==> src/nv_prog_pkg.sv <==
// Notes on behaviour
// - any write to register 0x78 is the burn command; the store is programmed from the working registers and the data is ignored.
// - the host waits 20 ms after a burn and then reads the fault flag, which is 0 on success and 1 on failure.
// - after a good burn the host writes any value to register 0x79 as the reload command.
// - with auto-refresh on, the device periodically restores working registers 0x07..0x15 from the store.
// - the store supports six programming operations between resets; sys_rst clears the burn count.
// - the reload command copies the stored contents back into the working registers.
package nv_prog_pkg;
  localparam logic [7:0] cfg_first_addr = 8'h07;
  localparam logic [7:0] cfg_last_addr = 8'h15;
  localparam int cfg_count = 15;
  localparam logic [7:0] nv_burn_trigger_addr = 8'h78;
  localparam logic [7:0] nv_reload_trigger_addr = 8'h79;
  localparam logic [7:0] cfg_reset_value = 8'h00;
  localparam logic [2:0] burn_budget = 3'h6;
  // burn time of the store, in microseconds
  localparam int burn_time_us = 20000;
  localparam int clk_mhz = 125;
  localparam int burn_cycles = burn_time_us * clk_mhz;
  // auto-refresh period, in microseconds
  localparam int refresh_time_us = 1000;
  localparam int refresh_cycles = refresh_time_us * clk_mhz;
  typedef enum logic [1:0] {st_idle, st_burn, st_reload, st_refresh} nv_state_t;
endpackage : nv_prog_pkg

==> src/nv_cell_array.sv <==
`timescale 1ns/1ps
// one-time-programmable store: a byte can only gain ones
module nv_cell_array (
  input wire logic core_clk,
  input wire logic [3:0] wr_idx,
  input wire logic wr_en,
  input wire logic [7:0] wr_data,
  input wire logic [3:0] rd_idx,
  output logic [7:0] rd_data
);
  logic [7:0] cells_r [0:nv_prog_pkg::cfg_count-1];

  // no reset: stored bits survive a reset; initial content erased
  initial
  begin
    for (int i = 0; i < nv_prog_pkg::cfg_count; i++) cells_r[i] = 8'h00;
  end

  always_ff @(posedge core_clk)
  begin
    if (wr_en)
      cells_r[wr_idx] <= cells_r[wr_idx] | wr_data;
  end

  assign rd_data = cells_r[rd_idx];
endmodule : nv_cell_array

==> src/nv_config_programming.sv <==
`timescale 1ns/1ps
// working configuration registers with burn, reload and auto-refresh
module nv_config_programming #(
  parameter int burn_cycles = nv_prog_pkg::burn_cycles,
  parameter int refresh_cycles = nv_prog_pkg::refresh_cycles
) (
  input wire logic core_clk,
  input wire logic sys_rst,
  input wire logic reg_wr,
  input wire logic [7:0] reg_addr,
  input wire logic [7:0] reg_wdata,
  input wire logic [7:0] rd_addr,
  output logic [7:0] rd_data,
  input wire logic auto_refresh_en,
  output logic nv_program_fault,
  output logic busy,
  output logic [2:0] burns_used
);
  logic [7:0] work_r [0:nv_prog_pkg::cfg_count-1];
  nv_prog_pkg::nv_state_t state_r;
  logic [31:0] timer_r;
  logic [31:0] refresh_timer_r;
  logic [3:0] idx_r;
  logic [2:0] burns_r;
  logic fault_r;
  logic [7:0] rd_data_r;
  logic [7:0] nv_rd;

  // address decode and sequencer status, all continuous
  wire in_cfg = reg_addr >= nv_prog_pkg::cfg_first_addr
    && reg_addr <= nv_prog_pkg::cfg_last_addr;
  wire [3:0] wr_idx = 4'(reg_addr - nv_prog_pkg::cfg_first_addr);
  wire rd_in_cfg = rd_addr >= nv_prog_pkg::cfg_first_addr
    && rd_addr <= nv_prog_pkg::cfg_last_addr;
  wire [3:0] rd_idx = 4'(rd_addr - nv_prog_pkg::cfg_first_addr);
  wire idle = state_r == nv_prog_pkg::st_idle;
  wire burn_cmd = reg_wr && reg_addr == nv_prog_pkg::nv_burn_trigger_addr;
  wire reload_cmd = reg_wr && reg_addr == nv_prog_pkg::nv_reload_trigger_addr;
  wire budget_left = burns_r < nv_prog_pkg::burn_budget;
  wire last_idx = idx_r == 4'(nv_prog_pkg::cfg_count - 1);
  wire refresh_due = auto_refresh_en && refresh_timer_r >= 32'(refresh_cycles - 1);
  wire copy_phase = state_r == nv_prog_pkg::st_reload || state_r == nv_prog_pkg::st_refresh;
  wire burn_wr = state_r == nv_prog_pkg::st_burn && timer_r == 32'h0;

  // the store is read combinationally at the walking index and written only by the burn
  nv_cell_array store (
    .core_clk(core_clk),
    .wr_idx(idx_r),
    .wr_en(burn_wr),
    .wr_data(work_r[idx_r]),
    .rd_idx(idx_r),
    .rd_data(nv_rd)
  );

  // sequencer: burn walks bytes then waits; reload and refresh copy bytes back
  always_ff @(posedge core_clk)
  begin
    if (sys_rst)
    begin
      state_r <= nv_prog_pkg::st_idle;
      idx_r <= 4'h0;
      timer_r <= 32'h0;
      refresh_timer_r <= 32'h0;
      burns_r <= 3'h0;
      fault_r <= 1'b0;
    end
    else
    begin
      // a refresh falling due while busy is dropped; the next period brings it back
      refresh_timer_r <= (auto_refresh_en && !refresh_due) ? refresh_timer_r + 32'h1 : 32'h0;
      unique case (state_r)
        nv_prog_pkg::st_idle:
        begin
          // a burn wins over a reload, and a reload over a refresh
          idx_r <= 4'h0;
          timer_r <= 32'h0;
          if (burn_cmd)
          begin
            if (budget_left)
            begin
              state_r <= nv_prog_pkg::st_burn;
              burns_r <= burns_r + 3'h1;
              fault_r <= 1'b0;
            end
            else
              fault_r <= 1'b1; // budget spent, burn refused
          end
          else if (reload_cmd)
            state_r <= nv_prog_pkg::st_reload;
          else if (refresh_due)
            state_r <= nv_prog_pkg::st_refresh;
        end
        nv_prog_pkg::st_burn:
        begin
          // bytes written first, then the whole burn time runs, counted from the last byte
          if (!last_idx && timer_r == 32'h0)
            idx_r <= idx_r + 4'h1;
          else if (timer_r >= 32'(burn_cycles - 1))
            state_r <= nv_prog_pkg::st_idle;
          else
            timer_r <= timer_r + 32'h1;
        end
        nv_prog_pkg::st_reload, nv_prog_pkg::st_refresh:
        begin
          // the index runs one past the last byte; idle parks it at zero again
          idx_r <= idx_r + 4'h1;
          if (last_idx)
            state_r <= nv_prog_pkg::st_idle;
        end
      endcase
    end
  end

  // working registers: host writes ignored while a copy is running
  genvar g;
  generate
    for (g = 0; g < nv_prog_pkg::cfg_count; g++)
    begin : g_work
      always_ff @(posedge core_clk)
      begin
        if (sys_rst)
          work_r[g] <= nv_prog_pkg::cfg_reset_value;
        else if (copy_phase && idx_r == 4'(g))
          work_r[g] <= nv_rd;
        else if (idle && reg_wr && in_cfg && wr_idx == 4'(g))
          work_r[g] <= reg_wdata;
      end

    end
  endgenerate

  // registered readback of the working registers
  always_ff @(posedge core_clk)
  begin
    if (sys_rst)
      rd_data_r <= 8'h00;
    else
      rd_data_r <= rd_in_cfg ? work_r[rd_idx] : 8'h00;
  end

  // outputs straight from registers or the state
  assign rd_data = rd_data_r;
  assign nv_program_fault = fault_r;
  assign busy = !idle;
  assign burns_used = burns_r;

  // cycles spent in the burn state, only read by the length check below
  logic [31:0] burn_len_r;
  always_ff @(posedge core_clk)
  begin
    if (sys_rst)
      burn_len_r <= 32'h0;
    else if (state_r == nv_prog_pkg::st_burn)
      burn_len_r <= burn_len_r + 32'h1;
    else
      burn_len_r <= 32'h0;
  end
endmodule : nv_config_programming

==> config.mk <==
export PLATFORM = sky130hd
export DESIGN_NAME = nv_config_programming
export DESIGN_NICKNAME = d
export VERILOG_FILES = /design/src/nv_prog_pkg.sv /design/src/nv_cell_array.sv /design/src/nv_config_programming.sv
export SDC_FILE = /design/constraint.sdc
export NUM_CORES = 1
export LEC_CHECK = 0
export BUFFER_PORTS_ARGS = -buffer_cell sky130_fd_sc_hd__buf_2
export CAP_MARGIN = 20
export CORE_ASPECT_RATIO = 0.75
export CORE_MARGIN = 2
export CORE_UTILIZATION = 57
export DETAILED_ROUTE_END_ITERATION = 8
export PLACE_DENSITY_LB_ADDON = 0.15
export SYNTH_ARGS = -nofsm -noshare
export SYNTH_HDL_FRONTEND = slang
export SYNTH_SLANG_ARGS = --single-unit
export TNS_END_PERCENT = 10
==> constraint.sdc <==
create_clock -name core_clk -period 2.85 [get_ports core_clk]
set_clock_uncertainty 0.2 [all_clocks]
set_input_delay 0.285 -clock core_clk [delete_from_list [all_inputs] [get_ports core_clk]]
set_output_delay 0.285 -clock core_clk [all_outputs]
set_load 0.01 [all_outputs]
==> Flow_metrics.wiki <==
{| class="wikitable"
! Metric !! Value
|-
| Run status || complete, no violations
|-
| Crit path setup slack, layout || 193 ps
|-
| Total DRC errors in the routed layout || 0
|-
| Worst Path Max Fanout || 21
|-
| Sequential share of the synthesized area || 0.574
|-
| Area of the multi-input gates || 6270 um2
|-
| Category of cells accounting for the largest share of critical-path delay || simple AND/OR/NAND/NOR gates
|-
| Critical Path Start Type || register
|-
| FMAX || 376 MHz
|-
| Die Y-Extent || 147 um
|-
| Fraction of synthesized area in multiplexers || 0.146
|-
| TritonCTS sink count || 326
|-
| Number of vias per cell after detailed routing || 6.53
|-
| Drt total wl || 39700 um
|-
| Worst setup slack after placement || 158 ps
|-
| CTS Buffer Depth || 3
|-
| Delay contributed by the slowest stage of the critical path || 520 ps
|-
| Fraction of synthesis flops using an asynchronous set or reset pin || 0
|-
| Routing usage on met2 || 0.412
|-
| Unique masters post-synth || 60
|-
| Count of final max-slew check failures || 0
|-
| Cell Pwr Density || 621 nW/um2
|-
| Compound-gate portion of the synthesized area || 0.127
|-
| Most common cell after layout, fill and taps aside || edfxtp_1
|-
| Remaining max-slew budget at the tightest pin || 0.600
|-
| H-Tree Level Count || 2
|-
| Filler instances || 1963
|-
| Path category of the worst min-delay check || input pin to register
|-
| Clock Pin Slew Worst Setup and Hold Paths || 60 ps
|-
| Setup violators final || 0
|-
| Critical path data required time || 2870 ps
|-
| Power consumption || 11.1 mW
|-
| Number of warnings printed during yosys synthesis || 0
|-
| Crit path capture type || register
|-
| Global-route wire length before repair || 60700 um
|-
| Syn_area_per_cell || 13.4 um2
|-
| Initial core utilization || 0.579
|-
| Post-synthesis cell area || 15500 um2
|-
| Final routed wire length divided by cell count || 24.0 um
|-
| Crit path kind || register to register
|-
| Antenna violations before repair || 0
|-
| Global routing usage on met1 || 0.420
|-
| Top-Level Pins || 41
|-
| Fraction of final layout cells sized beyond drive strength 1 || 0.239
|-
| Summed negative setup slack over all endpoints || 0 ps
|-
| Width of the die || 195 um
|-
| Main combinational cell family by area after synthesis || multiplexers
|-
| Number of violations reported at the end of detailed-routing iteration 0 || 1131
|-
| Routability cong. || 0.896
|-
| Fin crit share || 0.932
|-
| Ys flop type || edfxtp_1
|-
| Total routing usage reported by global routing || 0.280
|-
| Library cell contributing the largest single delay on the critical path || mux4_2
|-
| Placed cell count || 1595
|-
| Highest-count cells in the layout ignoring fill and taps || edfxtp_1, a22o_1, buf_4
|-
| Area Growth Syn to Fin || 15.4%
|-
| Antenna Diode Count || 0
|-
| Fraction of synthesized cell area in xor and xnor cells || 0.0135
|-
| Met3 track demand over resource || 0.0675
|-
| Total core area || 26900 um2
|-
| Synthesized netlist cell count || 1162
|-
| Synthesized flop and latch total || 326
|-
| Count of nets left with antenna violations after detail routing || 0
|-
| First-pass iteration count of the detailed router || 5
|-
| Worst-Margin Slew || 595 ps
|-
| Share of synthesized cell area in full adder, half adder and majority cells || 0.00885
|-
| Max-capacitance violation count || 0
|-
| Post-DP HPWL || 27100 um
|-
| Cell Chain, Critical Path || buf_12 > mux4_2 > nor2b_1 > a211oi_1 > a21oi_1 > or2_2
|-
| Via count || 10823
|-
| Final Hold Fails || 0
|-
| Remaining global-route overflow || 0
|-
| Clock period minus final worst setup slack || 2660 ps
|-
| Count of non-filler cells in the finished layout || 1658
|-
| Data arrival time at the worst-slack endpoint || 2680 ps
|-
| Peak VDD IR || 0.354 mV
|-
| Library cell used as clock root buffer || clkbuf_16
|-
| Layer with the highest usage || met1
|-
| Net total in the final layout || 1321
|-
| # port buffers || 40
|-
| DIE AREA || 28600 um2
|-
| Number of CTS-inserted buffers || 34
|-
| Seq. cell area || 8930 um2
|-
| TritonCTS clock tree || done
|-
| Fraction of the mapped netlist area in simple logic gates || 0.103
|-
| FP Rows || 52
|-
| Clock latency reported for the late side of the worst-skew pair || 510 ps
|-
| Cell leakage power || 6.29 nW
|-
| Number of global-route vias before repair || 10278
|-
| Final core occ || 0.668
|-
| Maximum number of pins on one net before global-route repair || 41
|-
| RSZ-0062 raised after global routing || false
|-
| Buffers & Inverters on Critical Path || 1
|-
| Post-synth EDFFs || 240
|}
## registers in the layout, indices dropped and copies added, names as in the netlist, named ones only
signal	cells
timer_r	32
work_r	120
refresh_timer_r	32
store.cells_r	120
burns_used	3
rd_data	8
nv_program_fault	1
state_r	2
idx_r	4
## logic make-up (layout without fill, tap and decap cells)
| family | count (synthesis) | after routing |
|---|---|---|
| flip-flops | 326 | 326 |
| AND/OR/NAND/NOR | 320 | 320 |
| AO/OA/AOI/OAI | 256 | 256 |
| multiplexers | 122 | 122 |
| buffers and inverters | 102 | 233 |
| XOR/XNOR | 24 | 24 |
| adder cells (fa/ha/maj) | 11 | 11 |
| other | 1 | 15 |
## through the flow
| step | hold slack, ps | cell area [um2] |
|---|---|---|
| final | 21.7 | 18000 |
| after global routing | 40.5 | 18000 |
| after CTS | 8.85 | 17900 |
| after detailed placement | 247 | 16800 |
| after global placement | 243 | 16800 |
| after floorplan | 226 | 15600 |
## synth_stat cells, drive strengths merged (7+ instances only)
cell / count / area share
edfxtp: 240 / 0.46
a211oi: 23 / 0.011
or4: 7 / 0.0034
or2: 13 / 0.0052
and3: 10 / 0.0040
a21oi: 31 / 0.010
ha: 11 / 0.0089
dfxtp: 86 / 0.11
buf: 29 / 0.0092
o21ai: 39 / 0.013
xor2: 12 / 0.0068
nand2: 68 / 0.016
mux2i: 38 / 0.024
nor4: 18 / 0.0080
or3: 12 / 0.0051
nand4: 12 / 0.0048
a22o: 113 / 0.064
nand2b: 9 / 0.0036
xnor2: 12 / 0.0068
nor2: 92 / 0.022
and2: 13 / 0.0052
inv: 23 / 0.0056
nor3: 22 / 0.0071
clkbuf: 50 / 0.012
a31oi: 11 / 0.0044
nor2b: 8 / 0.0032
mux4: 84 / 0.12
nand3: 22 / 0.0071
## cell type report
class	count	share of cell area
tap	351	0.0245
multi-input combinational	748	0.350
clock buffer	45	0.0555
sequential	326	0.498
inverter	23	0.00481
clock inverter	16	0.00697
timing repair buffer	149	0.0610
## per-layer routing
layer  up-vias  part of all wire
li1       4819                 -
met1      5321              0.42
met2       612              0.44
met3        71              0.12
met4         0             0.021
met5         -                 0
## worst register-to-register path, stage by stage (launching register included)
cell and delay (ps):
dfxtp_4 390, buf_12 210, mux4_2 530, nor2b_1 140
a211oi_1 360, a21oi_1 120, or2_2 410
## final timing paths
| path | slack, ps | endpoint | cells past startpoint | from |
|---|---|---|---|---|
| worst max-delay path | 190 | store.cells_r[5][2] | 6 | register |
| worst min-delay path | 20 | rd_data[2] | 3 | rd_addr[2] |
| worst max register to register | 190 | store.cells_r[5][2] | 6 | register |
| worst min register to register | 260 | timer_r[31] | 1 | timer_r[31] |
## power breakdown
group          total (mW)  internal [mW]  switching, mW
registers            5.38           5.30         0.0786
logic                1.33          0.552          0.775
clock network        4.44           2.63           1.80
## timing repair
action	in CTS	in global routing
setup buffers	0	0
endpoints found under the setup margin	0	18
resized for setup	0	1
hold buffers	1	0
hold endpoints to repair	2	0
No activity file was read; power rests on OpenSTA's default activity.
